[src/verilog/ssd_pkg.sv]
// Purpose: shared constants of the switch selected demo display
// Assumes: ref_clk of 10 MHz stands in for the on-chip oscillator
// Notes: How it works list below
//
// How it works
// - switch raised reads 1, depressed reads 0
// - code 0000 counts decimal up, 0001 down, range 0.0 to 9.9
// - counter holds a ones BCD digit and a tenths BCD digit
// - down loads 9.9, up loads 0.0 at reset and on rollover
// - counter and shifter step on slow tick or 5 MHz tick
// - 1100 core slow, 1001 io slow, 1000 core fast current meter
// - meter circuit on during each reading and while button pressed
// - meter rail powered only briefly: per request and after reset
// - an I2C master talks to the external power manager
// - 0010 shifts left, 0011 shifts right, slow tick
// - bit 21 is leftmost segment 7, bit 0 rightmost segment 1
// - zero enters MSB end on left, LSB end on right
// - shifter loads 1FFFFEh at reset and on rollover
// - 1010 usb voltage, 1011 battery voltage, rail as meter
// - 1111 is standby with no LCD output
// - unassigned codes are reserved, no LCD output
// - the reset button resets every module, timer included
// - output goes to an LCD of three characters
// - timer divided by 1024 to about 5 kHz then to under 2 Hz
// - three I2C cycles per reading, shown in microamp units
package ssd_pkg;
  // =====================================================
  // timing
  localparam int REF_CLK_HZ = 10_000_000;
  localparam int FAST_CLK_HZ = 5_000_000;
  localparam int FAST_DIV = REF_CLK_HZ / FAST_CLK_HZ;
  localparam int TIMER_DIV = 1024;
  localparam int SLOW_DIV = 4096;
  localparam int I2C_HZ = 100_000;
  localparam int I2C_QTR_CYC = REF_CLK_HZ / (4 * I2C_HZ);
  localparam int PWR_SETTLE_US = 1000;
  localparam int PWR_SETTLE_CYC = PWR_SETTLE_US * (REF_CLK_HZ / 1_000_000);
  // =====================================================
  // mode codes
  localparam logic [3:0] MODE_UP = 4'h0;
  localparam logic [3:0] MODE_DOWN = 4'h1;
  localparam logic [3:0] MODE_LEFT = 4'h2;
  localparam logic [3:0] MODE_RIGHT = 4'h3;
  localparam logic [3:0] MODE_CORE_FAST = 4'h8;
  localparam logic [3:0] MODE_IO = 4'h9;
  localparam logic [3:0] MODE_USB = 4'ha;
  localparam logic [3:0] MODE_BAT = 4'hb;
  localparam logic [3:0] MODE_CORE_SLOW = 4'hc;
  localparam logic [3:0] MODE_STANDBY = 4'hf;
  // =====================================================
  // counter, shifter, display
  localparam logic [7:0] CNT_UP_INIT = 8'h00;
  localparam logic [7:0] CNT_DN_INIT = 8'h99;
  localparam logic [3:0] BCD_NINE = 4'h9;
  localparam int SH_W = 22;
  localparam logic [21:0] SH_INIT = 22'h1ffffe;
  localparam logic [15:0] METER_MAX = 16'h03e7;
  // =====================================================
  // power manager access
  localparam logic [6:0] PM_DEV_ADDR = 7'h2a;
  localparam logic [7:0] PM_REG_ADC_CTRL = 8'h01;
  localparam logic [7:0] PM_REG_ADC_DATA = 8'h02;
  localparam logic [7:0] PM_ADC_START = 8'h10;
  localparam logic [3:0] CH_CORE = 4'h0;
  localparam logic [3:0] CH_IO = 4'h1;
  localparam logic [3:0] CH_USB = 4'h4;
  localparam logic [3:0] CH_BAT = 4'h5;
endpackage : ssd_pkg

[src/verilog/ssd_onchip_osc_timer.sv]
// Purpose: tick generator standing in for the on-chip oscillator/timer
// Assumes: one ref_clk domain
// Notes: ticks are one-cycle pulses from flip-flops
`timescale 1ns/1ps
module ssd_onchip_osc_timer
  import ssd_pkg::*;
#(
  parameter int FastDiv = FAST_DIV,
  parameter int TimerDiv = TIMER_DIV,
  parameter int SlowDiv = SLOW_DIV
) (
  // clock and reset
  input wire logic ref_clk,
  input wire logic rst,
  // ticks
  output logic fastTick,
  output logic midTick,
  output logic slowTick
);
  logic [15:0] fastCnt_ff;
  logic [15:0] midCnt_ff;
  logic [15:0] slowCnt_ff;
  logic fastTick_ff;
  logic midTick_ff;
  logic slowTick_ff;

  // =====================================================
  // divider chain
  always_ff @(posedge ref_clk or posedge rst) begin
    if (rst) begin
      fastCnt_ff <= 16'h0000;
      fastTick_ff <= 1'b0;
    end else begin
      fastTick_ff <= (fastCnt_ff == 16'(FastDiv - 1));
      fastCnt_ff <= (fastCnt_ff == 16'(FastDiv - 1)) ? 16'h0000 : fastCnt_ff + 16'h0001;
    end
  end

  always_ff @(posedge ref_clk or posedge rst) begin
    if (rst) begin
      midCnt_ff <= 16'h0000;
      midTick_ff <= 1'b0;
    end else begin
      midTick_ff <= fastTick_ff && (midCnt_ff == 16'(TimerDiv - 1));
      if (fastTick_ff) begin
        midCnt_ff <= (midCnt_ff == 16'(TimerDiv - 1)) ? 16'h0000 : midCnt_ff + 16'h0001;
      end
    end
  end

  always_ff @(posedge ref_clk or posedge rst) begin
    if (rst) begin
      slowCnt_ff <= 16'h0000;
      slowTick_ff <= 1'b0;
    end else begin
      slowTick_ff <= midTick_ff && (slowCnt_ff == 16'(SlowDiv - 1));
      if (midTick_ff) begin
        slowCnt_ff <= (slowCnt_ff == 16'(SlowDiv - 1)) ? 16'h0000 : slowCnt_ff + 16'h0001;
      end
    end
  end

  assign fastTick = fastTick_ff;
  assign midTick = midTick_ff;
  assign slowTick = slowTick_ff;
endmodule : ssd_onchip_osc_timer

[src/verilog/ssd_i2c_master.sv]
// Purpose: byte-level I2C master for one transaction per go pulse
// Assumes: no clock stretching by the slave
// Notes: address byte, then one or two data bytes, then stop
`timescale 1ns/1ps
module ssd_i2c_master
  import ssd_pkg::*;
#(
  parameter int QtrCyc = I2C_QTR_CYC
) (
  // clock and reset
  input wire logic ref_clk,
  input wire logic rst,
  // request
  input wire logic go,
  input wire logic rdMode,
  input wire logic [1:0] nBytes,
  input wire logic [6:0] devAddr,
  input wire logic [7:0] wrByte1,
  input wire logic [7:0] wrByte2,
  // answer
  output logic busy,
  output logic done,
  output logic nackErr,
  output logic [15:0] rdWord,
  // bus pins
  output logic sclOut,
  output logic sclOe,
  input wire logic sdaIn,
  output logic sdaOut,
  output logic sdaOe
);
  typedef enum logic [1:0] {I_IDLE, I_START, I_BITS, I_STOP} ssd_i2c_e;
  ssd_i2c_e state_ff;
  logic [7:0] qCnt_ff;
  logic [1:0] phase_ff;
  logic [3:0] bitIdx_ff;
  logic [1:0] byteIdx_ff;
  logic [7:0] shTx_ff;
  logic sclLow_ff;
  logic sdaLow_ff;
  logic done_ff;
  logic nack_ff;
  logic [15:0] rdWord_ff;
  logic qTick;
  logic rdByte;
  logic lastByte;

  assign qTick = (state_ff != I_IDLE) && (qCnt_ff == 8'(QtrCyc - 1));
  assign rdByte = rdMode && (byteIdx_ff != 2'h0);
  assign lastByte = (byteIdx_ff == nBytes);

  always_ff @(posedge ref_clk or posedge rst) begin
    if (rst) begin
      qCnt_ff <= 8'h00;
    end else begin
      qCnt_ff <= (qTick || state_ff == I_IDLE) ? 8'h00 : qCnt_ff + 8'h01;
    end
  end

  // =====================================================
  // bit sequencer
  // start, bytes with ack, stop
  always_ff @(posedge ref_clk or posedge rst) begin
    if (rst) begin
      state_ff <= I_IDLE;
      phase_ff <= 2'h0;
      bitIdx_ff <= 4'h0;
      byteIdx_ff <= 2'h0;
      shTx_ff <= 8'h00;
      sclLow_ff <= 1'b0;
      sdaLow_ff <= 1'b0;
      done_ff <= 1'b0;
      nack_ff <= 1'b0;
      rdWord_ff <= 16'h0000;
    end else begin
      done_ff <= 1'b0;
      if (state_ff == I_IDLE) begin
        if (go) begin
          state_ff <= I_START;
          phase_ff <= 2'h0;
          byteIdx_ff <= 2'h0;
          bitIdx_ff <= 4'h0;
          nack_ff <= 1'b0;
          shTx_ff <= {devAddr, rdMode};
        end
      end else if (qTick) begin
        phase_ff <= phase_ff + 2'h1;
        case (state_ff)
          I_START: begin
            if (phase_ff == 2'h1) sdaLow_ff <= 1'b1;
            if (phase_ff == 2'h2) sclLow_ff <= 1'b1;
            if (phase_ff == 2'h3) state_ff <= I_BITS;
          end
          I_BITS: begin
            case (phase_ff)
              2'h0: begin
                if (bitIdx_ff != 4'h8) sdaLow_ff <= rdByte ? 1'b0 : ~shTx_ff[7];
                else sdaLow_ff <= rdByte && !lastByte;
              end
              2'h1: sclLow_ff <= 1'b0;
              2'h2: begin
                if (bitIdx_ff != 4'h8) shTx_ff <= {shTx_ff[6:0], sdaIn};
                else if (rdByte) rdWord_ff <= {rdWord_ff[7:0], shTx_ff};
                else if (sdaIn) nack_ff <= 1'b1;
              end
              default: begin
                sclLow_ff <= 1'b1;
                if (bitIdx_ff != 4'h8) begin
                  bitIdx_ff <= bitIdx_ff + 4'h1;
                end else if (lastByte) begin
                  state_ff <= I_STOP;
                end else begin
                  bitIdx_ff <= 4'h0;
                  byteIdx_ff <= byteIdx_ff + 2'h1;
                  shTx_ff <= (byteIdx_ff == 2'h0) ? wrByte1 : wrByte2;
                end
              end
            endcase
          end
          I_STOP: begin
            if (phase_ff == 2'h0) sdaLow_ff <= 1'b1;
            if (phase_ff == 2'h1) sclLow_ff <= 1'b0;
            if (phase_ff == 2'h2) sdaLow_ff <= 1'b0;
            if (phase_ff == 2'h3) begin
              state_ff <= I_IDLE;
              done_ff <= 1'b1;
            end
          end
          default: state_ff <= I_IDLE;
        endcase
      end
    end
  end

  assign busy = (state_ff != I_IDLE);
  assign done = done_ff;
  assign nackErr = nack_ff;
  assign rdWord = rdWord_ff;
  assign sclOut = 1'b0;
  assign sclOe = sclLow_ff;
  assign sdaOut = 1'b0;
  assign sdaOe = sdaLow_ff;
endmodule : ssd_i2c_master

[src/verilog/ssd_demo_top.sv]
// Purpose: switch selected counter, shifter and meter display
// Assumes: rst is the manual reset button, switches asynchronous
// Notes: lcdSeg is a raw 22-segment image for the LCD driver
`timescale 1ns/1ps
module ssd_demo_top
  import ssd_pkg::*;
#(
  parameter int TimerDiv = TIMER_DIV,
  parameter int SlowDiv = SLOW_DIV,
  parameter int PwrSettleCyc = PWR_SETTLE_CYC
) (
  // clock and reset
  input wire logic ref_clk,
  input wire logic rst,
  // mode switches
  input wire logic [3:0] modeSwitch,
  // display
  output logic [21:0] lcdSeg,
  output logic lcdOn,
  // power manager
  output logic pmRailEn,
  output logic sclOut,
  output logic sclOe,
  input wire logic sdaIn,
  output logic sdaOut,
  output logic sdaOe,
  output logic meterNack
);
  typedef enum logic [2:0] {M_IDLE, M_SETTLE, M_CMD, M_PTR, M_READ} ssd_meter_e;

  function automatic logic [6:0] seg7(input logic [3:0] d);
    case (d)
      4'h0: seg7 = 7'h3f;
      4'h1: seg7 = 7'h06;
      4'h2: seg7 = 7'h5b;
      4'h3: seg7 = 7'h4f;
      4'h4: seg7 = 7'h66;
      4'h5: seg7 = 7'h6d;
      4'h6: seg7 = 7'h7d;
      4'h7: seg7 = 7'h07;
      4'h8: seg7 = 7'h7f;
      4'h9: seg7 = 7'h6f;
      default: seg7 = 7'h00;
    endcase
  endfunction : seg7

  function automatic logic [11:0] bin2bcd(input logic [9:0] b);
    logic [21:0] s;
    s = {12'h000, b};
    for (int i = 0; i < 10; i++) begin
      if (s[13:10] > 4'h4) s[13:10] = s[13:10] + 4'h3;
      if (s[17:14] > 4'h4) s[17:14] = s[17:14] + 4'h3;
      if (s[21:18] > 4'h4) s[21:18] = s[21:18] + 4'h3;
      s = {s[20:0], 1'b0};
    end
    bin2bcd = s[21:10];
  endfunction : bin2bcd

  function automatic int dv(input logic [7:0] c);
    dv = int'(c[7:4]) * 10 + int'(c[3:0]);
  endfunction : dv

  logic [3:0] swMeta_ff;
  logic [3:0] swSync_ff;
  logic [3:0] mode;
  logic fastTick;
  logic slowTick;
  logic isMeter;
  logic isBlank;
  logic runEn;
  logic cntTick;
  logic cntStep;
  logic [7:0] cnt_ff;
  logic [7:0] nxt_cnt;
  logic [7:0] baseCnt;
  logic freshCnt_ff;
  logic [21:0] shift_ff;
  logic [21:0] nxt_shift;
  logic [21:0] shiftMove;
  logic [3:0] prevMode_ff;
  logic trigger;
  logic pending_ff;
  ssd_meter_e seq_ff;
  logic [31:0] settle_ff;
  logic railOn_ff;
  logic i2cGo_ff;
  logic [3:0] chan;
  logic [3:0] chan_ff;
  logic i2cDone;
  logic [15:0] rdWord;
  logic [11:0] meterBcd_ff;
  logic [21:0] lcdSeg_ff;
  logic lcdOn_ff;
  logic [1:0] goCnt_ff;

  // =====================================================
  // switch input
  // two-stage synchroniser
  always_ff @(posedge ref_clk or posedge rst) begin
    if (rst) begin
      swMeta_ff <= MODE_STANDBY;
      swSync_ff <= MODE_STANDBY;
    end else begin
      swMeta_ff <= modeSwitch;
      swSync_ff <= swMeta_ff;
    end
  end

  assign mode = swSync_ff;
  assign isMeter = (mode == MODE_CORE_SLOW) || (mode == MODE_IO) || (mode == MODE_CORE_FAST) ||
                   (mode == MODE_USB) || (mode == MODE_BAT);
  assign isBlank = !isMeter && (mode != MODE_UP) && (mode != MODE_DOWN) &&
                   (mode != MODE_LEFT) && (mode != MODE_RIGHT);
  assign runEn = !isBlank;

  // =====================================================
  // clock generation
  // timer reset by the button
  ssd_onchip_osc_timer #(
    .FastDiv(FAST_DIV),
    .TimerDiv(TimerDiv),
    .SlowDiv(SlowDiv)
  ) u_timer (
    .ref_clk(ref_clk),
    .rst(rst),
    .fastTick(fastTick),
    .midTick(),
    .slowTick(slowTick)
  );

  assign cntTick = (mode == MODE_CORE_FAST) ? fastTick : slowTick;
  assign cntStep = runEn && cntTick;

  // =====================================================
  // decimal counter
  // bcd step and rollover
  // down mode starts from 9.9 until the first step after reset
  assign baseCnt = (freshCnt_ff && mode == MODE_DOWN) ? CNT_DN_INIT : cnt_ff;
  always_comb begin
    nxt_cnt = baseCnt;
    if (mode == MODE_DOWN) begin
      if (baseCnt == CNT_UP_INIT) nxt_cnt = CNT_DN_INIT;
      else if (baseCnt[3:0] == 4'h0) nxt_cnt = {baseCnt[7:4] - 4'h1, BCD_NINE};
      else nxt_cnt = {baseCnt[7:4], baseCnt[3:0] - 4'h1};
    end else begin
      if (baseCnt == CNT_DN_INIT) nxt_cnt = CNT_UP_INIT;
      else if (baseCnt[3:0] == BCD_NINE) nxt_cnt = {baseCnt[7:4] + 4'h1, 4'h0};
      else nxt_cnt = {baseCnt[7:4], baseCnt[3:0] + 4'h1};
    end
  end

  always_ff @(posedge ref_clk or posedge rst) begin
    if (rst) begin
      cnt_ff <= CNT_UP_INIT;
      freshCnt_ff <= 1'b1;
    end else if (cntStep) begin
      cnt_ff <= nxt_cnt;
      freshCnt_ff <= 1'b0;
    end
  end

  // =====================================================
  // shift register
  // zero fill per direction
  assign shiftMove = (mode == MODE_RIGHT) ? {shift_ff[20:0], 1'b0} : {1'b0, shift_ff[21:1]};
  assign nxt_shift = (shiftMove == 22'h000000) ? SH_INIT : shiftMove;

  always_ff @(posedge ref_clk or posedge rst) begin
    if (rst) begin
      shift_ff <= SH_INIT;
    end else if (cntStep) begin
      shift_ff <= nxt_shift;
    end
  end

  // =====================================================
  // meter sequencer
  // channel per meter mode
  always_comb begin
    case (mode)
      MODE_IO: chan = CH_IO;
      MODE_USB: chan = CH_USB;
      MODE_BAT: chan = CH_BAT;
      default: chan = CH_CORE;
    endcase
  end

  assign trigger = isMeter && (mode != prevMode_ff);

  always_ff @(posedge ref_clk or posedge rst) begin
    if (rst) begin
      prevMode_ff <= MODE_STANDBY;
    end else begin
      prevMode_ff <= mode;
    end
  end

  // one reading after reset, request set wins
  always_ff @(posedge ref_clk or posedge rst) begin
    if (rst) begin
      pending_ff <= 1'b1;
    end else begin
      pending_ff <= trigger || (pending_ff && seq_ff != M_IDLE);
    end
  end

  // rail up, three bus cycles, rail down
  always_ff @(posedge ref_clk or posedge rst) begin
    if (rst) begin
      seq_ff <= M_IDLE;
      settle_ff <= 32'h00000000;
      railOn_ff <= 1'b0;
      i2cGo_ff <= 1'b0;
      chan_ff <= CH_CORE;
      meterBcd_ff <= 12'h000;
    end else begin
      i2cGo_ff <= 1'b0;
      case (seq_ff)
        M_IDLE: begin
          if (pending_ff) begin
            seq_ff <= M_SETTLE;
            railOn_ff <= 1'b1;
            settle_ff <= 32'h00000000;
            chan_ff <= chan;
          end
        end
        M_SETTLE: begin
          settle_ff <= settle_ff + 32'h00000001;
          if (settle_ff == 32'(PwrSettleCyc - 1)) begin
            seq_ff <= M_CMD;
            i2cGo_ff <= 1'b1;
          end
        end
        M_CMD: begin
          if (i2cDone) begin
            seq_ff <= M_PTR;
            i2cGo_ff <= 1'b1;
          end
        end
        M_PTR: begin
          if (i2cDone) begin
            seq_ff <= M_READ;
            i2cGo_ff <= 1'b1;
          end
        end
        M_READ: begin
          if (i2cDone) begin
            seq_ff <= M_IDLE;
            railOn_ff <= 1'b0;
            meterBcd_ff <= bin2bcd((rdWord > METER_MAX) ? METER_MAX[9:0] : rdWord[9:0]);
          end
        end
        default: seq_ff <= M_IDLE;
      endcase
    end
  end

  // circuit on while the button is held
  assign pmRailEn = railOn_ff || rst;

  // bus master to the power manager
  ssd_i2c_master #(
    .QtrCyc(I2C_QTR_CYC)
  ) u_i2c (
    .ref_clk(ref_clk),
    .rst(rst),
    .go(i2cGo_ff),
    .rdMode(seq_ff == M_READ),
    .nBytes((seq_ff == M_PTR) ? 2'h1 : 2'h2),
    .devAddr(PM_DEV_ADDR),
    .wrByte1((seq_ff == M_CMD) ? PM_REG_ADC_CTRL : PM_REG_ADC_DATA),
    .wrByte2(PM_ADC_START | {4'h0, chan_ff}),
    .busy(),
    .done(i2cDone),
    .nackErr(meterNack),
    .rdWord(rdWord),
    .sclOut(sclOut),
    .sclOe(sclOe),
    .sdaIn(sdaIn),
    .sdaOut(sdaOut),
    .sdaOe(sdaOe)
  );

  // =====================================================
  // display image
  // three characters plus point
  always_ff @(posedge ref_clk or posedge rst) begin
    if (rst) begin
      lcdSeg_ff <= 22'h000000;
      lcdOn_ff <= 1'b0;
    end else begin
      lcdOn_ff <= !isBlank;
      if (mode == MODE_UP || mode == MODE_DOWN) begin
        lcdSeg_ff <= {seg7(baseCnt[7:4]), 1'b1, seg7(baseCnt[3:0]), 7'h00};
      end else if (mode == MODE_LEFT || mode == MODE_RIGHT) begin
        lcdSeg_ff <= shift_ff;
      end else if (isMeter) begin
        lcdSeg_ff <= {seg7(meterBcd_ff[11:8]), 1'b0, seg7(meterBcd_ff[7:4]), seg7(meterBcd_ff[3:0])};
      end else begin
        lcdSeg_ff <= 22'h000000;
      end
    end
  end

  assign lcdSeg = lcdSeg_ff;
  assign lcdOn = lcdOn_ff;

  // =====================================================
  // checks
  always_ff @(posedge ref_clk or posedge rst) begin
    if (rst) goCnt_ff <= 2'h0;
    else if (seq_ff == M_IDLE) goCnt_ff <= 2'h0;
    else if (i2cGo_ff) goCnt_ff <= goCnt_ff + 2'h1;
  end

  property p_sync;
    @(posedge ref_clk) disable iff (rst)
    (!$past(rst, 1) && !$past(rst, 2)) |-> (mode == $past(modeSwitch, 2));
  endproperty
  a_sync: assert property (p_sync) else $error("mode not two cycles behind switches");

  property p_cnt_up;
    @(posedge ref_clk) disable iff (rst)
    (cntStep && mode == MODE_UP && cnt_ff != CNT_DN_INIT) |=> (dv(cnt_ff) == dv($past(cnt_ff)) + 1);
  endproperty
  a_cnt_up: assert property (p_cnt_up) else $error("up count step wrong");

  property p_cnt_roll;
    @(posedge ref_clk) disable iff (rst)
    (cntStep && mode == MODE_DOWN && baseCnt == CNT_UP_INIT) |=> (cnt_ff == CNT_DN_INIT);
  endproperty
  a_cnt_roll: assert property (p_cnt_roll) else $error("down rollover not 9.9");

  property p_sh_right;
    @(posedge ref_clk) disable iff (rst)
    (cntStep && mode == MODE_RIGHT && shift_ff[20:0] != 21'h000000) |=>
      (shift_ff == {$past(shift_ff[20:0]), 1'b0});
  endproperty
  a_sh_right: assert property (p_sh_right) else $error("right shift wrong");

  property p_sh_reload;
    @(posedge ref_clk) disable iff (rst)
    (cntStep && shiftMove == 22'h000000) |=> (shift_ff == SH_INIT);
  endproperty
  a_sh_reload: assert property (p_sh_reload) else $error("shift reload missing");

  property p_fast;
    @(posedge ref_clk) disable iff (rst)
    (mode == MODE_CORE_FAST && fastTick) |=> (cnt_ff != $past(cnt_ff));
  endproperty
  a_fast: assert property (p_fast) else $error("fast mode not on fast tick");

  property p_blank;
    @(posedge ref_clk) disable iff (rst)
    (mode == MODE_STANDBY || isBlank) |=> !lcdOn;
  endproperty
  a_blank: assert property (p_blank) else $error("lcd on in blank mode");

  property p_rail_req;
    @(posedge ref_clk) disable iff (rst)
    trigger |-> ##[0:2] pmRailEn;
  endproperty
  a_rail_req: assert property (p_rail_req) else $error("rail not on for meter request");

  property p_rail_bus;
    @(posedge ref_clk) disable iff (rst)
    i2cGo_ff |-> pmRailEn;
  endproperty
  a_rail_bus: assert property (p_rail_bus) else $error("bus cycle with rail off");

  property p_three;
    @(posedge ref_clk) disable iff (rst)
    (seq_ff == M_READ && i2cDone) |-> (goCnt_ff == 2'h3) ##1 !pmRailEn;
  endproperty
  a_three: assert property (p_three) else $error("reading not three bus cycles");

  c_up_roll: cover property (@(posedge ref_clk) disable iff (rst)
    cntStep && mode == MODE_UP && cnt_ff == CNT_DN_INIT);
  c_sh_reload: cover property (@(posedge ref_clk) disable iff (rst)
    cntStep && shiftMove == 22'h000000);
  c_meter_done: cover property (@(posedge ref_clk) disable iff (rst)
    seq_ff == M_READ && i2cDone);
  c_fast: cover property (@(posedge ref_clk) disable iff (rst)
    mode == MODE_CORE_FAST && cntStep);
endmodule : ssd_demo_top

[config.mk]
export PLATFORM = sky130hd
export DESIGN_NAME = ssd_demo_top
export DESIGN_NICKNAME = d
export VERILOG_FILES = /design/src/verilog/ssd_pkg.sv /design/src/verilog/ssd_onchip_osc_timer.sv /design/src/verilog/ssd_i2c_master.sv /design/src/verilog/ssd_demo_top.sv
export SDC_FILE = /design/constraint.sdc
export NUM_CORES = 1
export LEC_CHECK = 0
export BUFFER_PORTS_ARGS = -buffer_cell sky130_fd_sc_hd__buf_4
export CAP_MARGIN = 20
export CORE_MARGIN = 1
export CORE_UTILIZATION = 63
export DETAILED_ROUTE_END_ITERATION = 10
export PLACE_DENSITY = 0.83
export REMOVE_ABC_BUFFERS = 1
export SYNTH_ARGS = -nofsm -noshare
export SYNTH_HDL_FRONTEND = slang
export SYNTH_SLANG_ARGS = --single-unit
export TNS_END_PERCENT = 1
[constraint.sdc]
create_clock -name ref_clk -period 8.65 [get_ports ref_clk]
set_input_delay 0.4325 -clock ref_clk [delete_from_list [all_inputs] [get_ports ref_clk]]
set_output_delay 0.4325 -clock ref_clk [all_outputs]
set_load 0.01 [all_outputs]
# --- Word level (Yosys, flattened, before mapping) ---
# Memory sizes are Yosys's and may differ from the RTL's.
# Index checks and enable logic that the tools add are counted.
word_totals:
  elab_cells: 317
  reg_bits: 217
  memories: 5
  inputBits: 7
  romBits: 560
  out_inout_bits: 29
mem_list:
  columns: ["name", "words", "word_bits", "rd", "rd_clocked_by_memory_dff", "write_ports", "line_no", "rtl"]
  rows:
  - ["(name not given)", 16, 7, 1, 0, 0, "ssd_demo_top.sv:32", "case (d)"]
  - ["(name not given)", 16, 7, 1, 0, 0, "ssd_demo_top.sv:32", null]
  - ["(name not given)", 16, 7, 1, 0, 0, "ssd_demo_top.sv:32", null]
  - ["(name not given)", 16, 7, 1, 0, 0, "ssd_demo_top.sv:32", null]
  - ["(name not given)", 16, 7, 1, 0, 0, "ssd_demo_top.sv:32", null]
op_classes:
  mux: 121
  order_cmp: 13
  n_bitwise: 3
  n_addsub: 24
  n_eq_ne: 57
  n_reduce_logical: 62
ops:
  columns: ["operator", "n"]
  rows:
  - ["$mux 4", 36]
  - ["$mux 8", 14]
  - ["$mux 22", 5]
  - ["$pmux 32 s2", 1]
  - ["$add 16x1->16 const B", 3]
  - ["$mux 16", 3]
  - ["$mux 2", 19]
  - ["$add 4x2->4 const B", 9]
  - ["$gt 4x3->1 const B", 9]
  - ["$add 32x1->32 const B", 1]
  - ["$eq 32x14->1 const B", 1]
  - ["$mux 32", 1]
  - ["$mux 1", 25]
  - ["$eq 4x4->1 const B", 6]
  - ["$reduce_and 6->1", 4]
  - ["$logic_not 22->1", 1]
  - ["$reduce_and 7->1", 3]
  - ["$mux 3", 6]
  - ["$ne 2x1->1 const B", 9]
  - ["$eq 16x1->1 const B", 1]
  - ["$eq 16x10->1 const B", 1]
  - ["$eq 16x12->1 const B", 1]
  - ["$gt 16x10->1 const B", 1]
  - ["$pmux 8 s2", 1]
  - ["other kinds (48)", 119]

# --- Depth between registers and ports, before layout ---
depth:
  word_depth: 28
  mapped_depth: 32
  ltp_nobuf: 31

# --- Hierarchy ---
# From an unflattened synthesis, not the netlist that was laid out.
unflattened:
  hier_cells: 1490
  hier_area_um2: 13279.0
modules_own_cells:
  columns: ["mod", "instances", "seq_area_each_um2", "cells_per_inst", "area_per_inst_um2"]
  rows:
  - ["ssd_demo_top", 1, 2995.4, 1013, 8259.2]
  - ["ssd_i2c_master", 1, 1151.1, 264, 2701.3]
  - ["ssd_onchip_osc_timer", 1, 1276.2, 213, 2318.5]

# --- Least setup slack after synthesis ---
# Ideal clock, no wire load.
synth_timing:
  path_kind: "reg-to-reg"
  startpoint: "reg u_i2c.rdWord_ff[14], in the netlist u_i2c.rdWord[14]"
  endpoint: "reg meterBcd_ff[6]"
  period_less_slack_ps: 5995
  arrival_time_ps: 5926
  required_time_ps: 8581
  n_path_buf: 0
  setup_time_ps: 69
  path_slack_ps: 2655
  stages_incl_launch_ff: 30
  cell_sequence: "dfrtp_1 > nor4_1 > nand2_1 > or3_1 > ha_1 > or2_1 > and2_1 > o21ai_1 > nand3_1 > ha_1 > inv_1 > nand2_1 > o22ai_1 > a21oi_2 > nand2_1 > ha_1 > inv_1 > a211o_1 > and3_4 > or3_4 > a32o_2 > o21a_1 > nand2_1 > and2_2 > ha_1 > inv_1 > o32ai_1 > o211ai_1 > a2111o_1 > nand3_1"
synth_between:
  elab_chain_len: 28
  elab_cells_between_ends: 50
  cone_classes: "10 x add/sub; 11 x order compare; 29 x mux"
synth_rtl:
  columns: ["item", "line_no", "rtl"]
  rows:
  - ["start: declaration", "ssd_i2c_master.sv:43", "logic [15:0] rdWord_ff;"]
  - ["start signal: assignment", "ssd_i2c_master.sv:103", "else if (rdByte) rdWord_ff <= {rdWord_ff[7:0], shTx_ff};"]
  - ["$gt 16x10->1 (*)", "ssd_demo_top.sv:250", "meterBcd_ff <= bin2bcd((rdWord > METER_MAX) ? METER_MAX[9:0] : rdWord[9:0]);"]
  - ["$mux 10 (*)", "ssd_demo_top.sv:250", null]
  - ["$add 3x2->4 / $gt 3x3->1 (equally long branches)", "ssd_demo_top.sv:51", "if (s[13:10] > 4'h4) s[13:10] = s[13:10] + 4'h3;"]
  - ["$mux 4", "ssd_demo_top.sv:51", null]
  - ["$mux 4", "ssd_demo_top.sv:247", "if (i2cDone) begin"]
  - ["$mux 4", "ssd_demo_top.sv:218", "case (seq_ff)"]
  - ["$add 4x2->4 / $gt 4x3->1 (equally long branches)", "ssd_demo_top.sv:51", null]
  - ["$mux 4", "ssd_demo_top.sv:51", null]
  - ["[12 not listed]", null, null]
  - ["$mux 4", "ssd_demo_top.sv:247", null]
  - ["$mux 4", "ssd_demo_top.sv:218", null]
  - ["$add 4x2->4 (tied with other cells)", "ssd_demo_top.sv:51", null]
  - ["$mux 4, on equally long branches", "ssd_demo_top.sv:51, ssd_demo_top.sv:52", null]
  - ["$mux 4", "ssd_demo_top.sv:247", null]
  - ["$mux 4", "ssd_demo_top.sv:218", null]
  - ["$add 4x2->4 / $gt 4x3->1 (equally long branches)", "ssd_demo_top.sv:52", "if (s[17:14] > 4'h4) s[17:14] = s[17:14] + 4'h3;"]
  - ["$mux 4 (*)", "ssd_demo_top.sv:52", null]
  - ["end signal: assignment", "ssd_demo_top.sv:250", null]
  - ["end: declaration", "ssd_demo_top.sv:91", "logic [11:0] meterBcd_ff;"]
# Mark *: on every way between the ends. The rest lies on a longest branch, timed or not. The select of a mux whose other input is x is not followed.
# A chain may end at the register's enable or synchronous reset.

# --- Worst setup path in the final report ---
layout_timing:
  startpoint: "reg u_i2c.rdWord_ff[14], in the netlist u_i2c.rdWord[14]"
  endpoint: "reg meterBcd_ff[5]"
# The elaborated chain is that of the path after synthesis.

==> flow_metrics.py <==
metrics = {
    "logic_synthesis": {
        "synth_edf_count": 0,
        "seq_area_frac_synth": 0.432,
        "syn_area_um2": 12600,
        "synthAdderAreaFrac": 0.0596,
        "synth_cell_type_count": 89,
        "synth-compound-area-share": 0.180,
        "synth.ff_latch_count": 215,
        "muxShareOfSynthArea": 0.0337,
        "syn_avg_cell_area_um2": 8.87,
        "synth_xor_area_frac": 0.0418,
        "synthCells": 1416,
        "synthFlopType": "dfrtp_1",
        "yosysWarningCount": 0,
        "synth_top_family_by_area": "simple AND/OR/NAND/NOR gates",
        "async_reset_ff_frac": 1.00,
        "synthSimpleGateAreaFrac": 0.217,
    },
    "critical_path": {
        "reg2reg_to": "meterBcd_ff[5]",
        "critPathArrivalTime_ns": 7.14,
        "slowest_stage": "or3_1",
        "r2r_start": "u_i2c.rdWord[14]",
        "cpPeakStageDelay_ns": 0.40,
        "startpoint_type": "flip-flop",
        "cp-end-kind": "flip-flop",
        "reg2reg_depth": 30,
        "timing_worst_setup_path_type": "flip-flop to flip-flop",
        "cp.required_ns": 9.04,
        "r2r_setup_slack_ns": 1.90,
        "cp-startpoint": "u_i2c.rdWord[14]",
        "cp_max_fo": 9,
    },
    "routing": {
        "met2_length_mm": 13.4,
        "dr.pass1.iters": 6,
        "wl_per_cell_um": 16.0,
        "wl_met3_mm": 1.35,
        "highest_layer": "met4",
        "drc_errors": 0,
        "drtIter0Drc": 943,
        "postRouteWirelength_mm": 27.4,
        "dr_total_vias": 10600,
        "vias_per_cell": 6.18,
        "postRouteAntennaNets": 0,
        "wl_met1_mm": 12.2,
    },
    "sta": {
        "max_freq_mhz": 148,
        "finClkSkew_ns": 0.0225,
        "finalCriticalPeriod_ns": 6.75,
        "drv_slew": 0,
        "setup-violations-final": 0,
        "timing_hold_violations_final": 0,
        "fin_setup_tns_ns": 0,
        "tightest_slew_ns": 0.982,
        "rsz0062_at_grt": "no",
        "worst_slack_ns": 1.90,
        "period_share": 0.781,
        "relSlewSlack": 0.344,
    },
    "die": {
        "start_util": 0.643,
        "die_y_um": 143,
        "num_io_pins": 36,
        "dieArea_um2": 20500,
        "die_width_um": 143,
        "rows": 51,
        "core_area_um2": 19500,
    },
    "clock_network": {
        "cts_htree_levels": 1,
        "insertion_delay_ns": 0.53,
        "cts.clk_slew.worst_paths_ns": 0.06,
        "clock_sinks": 215,
        "cts_buffers": 23,
        "cts_resized": 0,
        "cts_buffer_depth": 3,
        "cts_tree": "built",
        "clk_root_buffer_cell": "clkbuf_16",
    },
    "placed_design": {
        "post-place-ws_ns": 1.99,
        "port_buffers": 33,
        "dp_cells": 1665,
        "dp_hpwl_mm": 18.6,
        "gp_congestion": 0.929,
    },
    "layout": {
        "syn2layout_area_growth_pct": 10.7,
        "drive_gt1_frac": 0.117,
        "diodes": 0,
        "fin_nets": 1496,
        "fin_cells": 1712,
    },
    "power_and_ir_drop": {
        "power_density_nw_per_um2": 178,
        "cellLeakagePower_nw": 6.15,
        "vdd_drop_max_mv": 0.157,
    },
    "min_path": {
        "whs_path_depth": 1,
        "hp-class": "input pin to flip-flop",
        "min_to": "swMeta_ff[2]",
        "hp-start": "modeSwitch[2]",
    },
    "global_route": {
        "grt_pass1_vias": 9873,
        "grt_pass1_wl_mm": 46.1,
        "grt-ovfl-total": 0,
        "track_usage": 0.274,
        "grt_max_degree": 130,
        "antenna_found_initial": 0,
    },
    "outcome": {
        "status": "finished clean",
    },
    "job": {
        "drv_cap": 0,
    },
}
[synthesized netlist by cell type (4+ instances only)]
library cell | instances | area share
nor4_1 | 17 | 0.0085
nand2_1 | 189 | 0.056
a31oi_1 | 33 | 0.016
or2_2 | 5 | 0.0025
nor3b_1 | 4 | 0.0024
a211o_1 | 6 | 0.0042
inv_1 | 60 | 0.018
nor2_1 | 145 | 0.043
nand3_1 | 67 | 0.027
and2_1 | 11 | 0.0055
ha_1 | 59 | 0.059
nand4_1 | 23 | 0.011
a211oi_1 | 10 | 0.0060
clkbuf_1 | 48 | 0.014
mux2i_1 | 16 | 0.013
and3_1 | 26 | 0.013
a22oi_1 | 7 | 0.0042
a21o_1 | 4 | 0.0024
o22ai_1 | 15 | 0.0075
o2111ai_1 | 6 | 0.0042
xnor2_1 | 36 | 0.025
o31ai_1 | 14 | 0.0084
dfrtp_1 | 181 | 0.36
xor2_1 | 24 | 0.017
o311ai_0 | 5 | 0.0035
or3_1 | 6 | 0.0030
o211ai_1 | 15 | 0.0090
o21ai_0 | 100 | 0.040
a21oi_1 | 65 | 0.026
nor3_1 | 27 | 0.011
nor2b_1 | 13 | 0.0065
mux2_2 | 22 | 0.020
a22o_1 | 8 | 0.0056
o21a_1 | 6 | 0.0036
nand2b_1 | 23 | 0.011
o21ai_1 | 7 | 0.0028
buf_1 | 4 | 0.0012
dfstp_2 | 34 | 0.071
[worst max-delay path: cells and delay by family, from the launching register on]
kind	cells	cell delay, ns
buf+inv	3	0.39
fa+ha+maj	4	1.08
mux	1	0.26
compound gates	7	1.52
flops	1	0.38
simple gates	15	2.99
[stage by stage]
| stage | instance area, µm² | utilization | hold WS, ns | total power [W] |
|---|---|---|---|---|
| 4_1_cts | 13800 | 0.709 | 0.00832 | 0.00248 |
| 3_3_place_gp | 13000 | 0.665 | 0.346 | 0.00140 |
| 2_1_floorplan | 12300 | - | 0.345 | 0.00132 |
| 3_5_place_dp | 13000 | 0.665 | 0.348 | 0.00141 |
| 5_1_grt | 13900 | 0.712 | 0.0121 | 0.00257 |
| 6_report | 13900 | 0.712 | 0.0211 | 0.00247 |
[routing by layer]
layer  GRT usage  vias to the layer above
li1            -                     5079
met1       0.379                     5158
met2       0.463                      300
met3      0.0285                       46
met4      0.0689                        0
met5           0                        -
[worst max-delay path by stage]
stage | end | cells past startpoint | slack, ns
CTS | meterBcd_ff[6] | 29 | 1.96
global placement | meterBcd_ff[5] | 30 | 2.19
floorplan | chan_ff[0] | 1 | 2.39
global route | meterBcd_ff[5] | 30 | 1.40
detailed placement | meterBcd_ff[5] | 30 | 1.99
finish | meterBcd_ff[5] | 30 | 1.90
[cells in the final DEF (no fill, tap or decap), types with 8 or more instances in the layout]
master / instances
nor4_1: 17
inv_1: 59
a31oi_1: 33
nand4_1: 23
a211oi_1: 10
and2_1: 11
nand2b_1: 23
xor2_1: 24
dfrtp_1: 181
nand2_1: 189
and3_1: 26
o22ai_1: 15
buf_4: 39
ha_1: 59
o211ai_1: 15
nor2_1: 145
a22o_1: 8
dfstp_2: 34
mux2i_1: 16
nor3_1: 27
nor2b_1: 13
mux2_2: 22
xnor2_1: 36
a21oi_1: 65
nand3_1: 67
o31ai_1: 14
clkbuf_16: 23
o21ai_0: 100
[flip-flops by register name, indices dropped and copies added (netlist names), 8 cells and up]
signal,flops
u_timer.midCnt_ff,16
shift_ff,22
meterBcd_ff,12
cnt_ff,8
u_timer.slowCnt_ff,16
u_i2c.qCnt_ff,8
u_i2c.rdWord,16
settle_ff,32
u_timer.fastCnt_ff,16
u_i2c.shTx_ff,8
lcdSeg,22
[logic make-up (layout without fill, tap and decap cells)]
kind of cell / Yosys count / after routing
AOI/OAI and AO/OA: 347 / 347
xor gates and xnor gates: 60 / 60
adders and majority gates: 60 / 60
buffers and inverters: 117 / 147
DFF: 215 / 215
muxes: 39 / 39
other: 1 / 2
and+or+nand+nor: 577 / 577
[where the power goes]
part	switching, W	total (W)	internal (W)
clock network	0.000404	0.00107	0.000664
logic	0.000143	0.000239	0.0000955
registers	0.0000753	0.00116	0.00109
total	0.000622	0.00247	0.00185
[layout make-up]
class                      count  area, µm²
multi-input combinational   1085       6700
fill                        1486       5630
sequential                   215       5420
clock buffer                  33        673
timing repair buffer          44        375
tap                          265        332
inverter                      61        236
clock inverter                 9        164
[repair_timing]
action	in CTS	in global routing
endpoints found under the hold margin	2	0
buffers inserted	0	0
hold buffers	2	0
No activity file was read; power rests on OpenSTA's default activity.
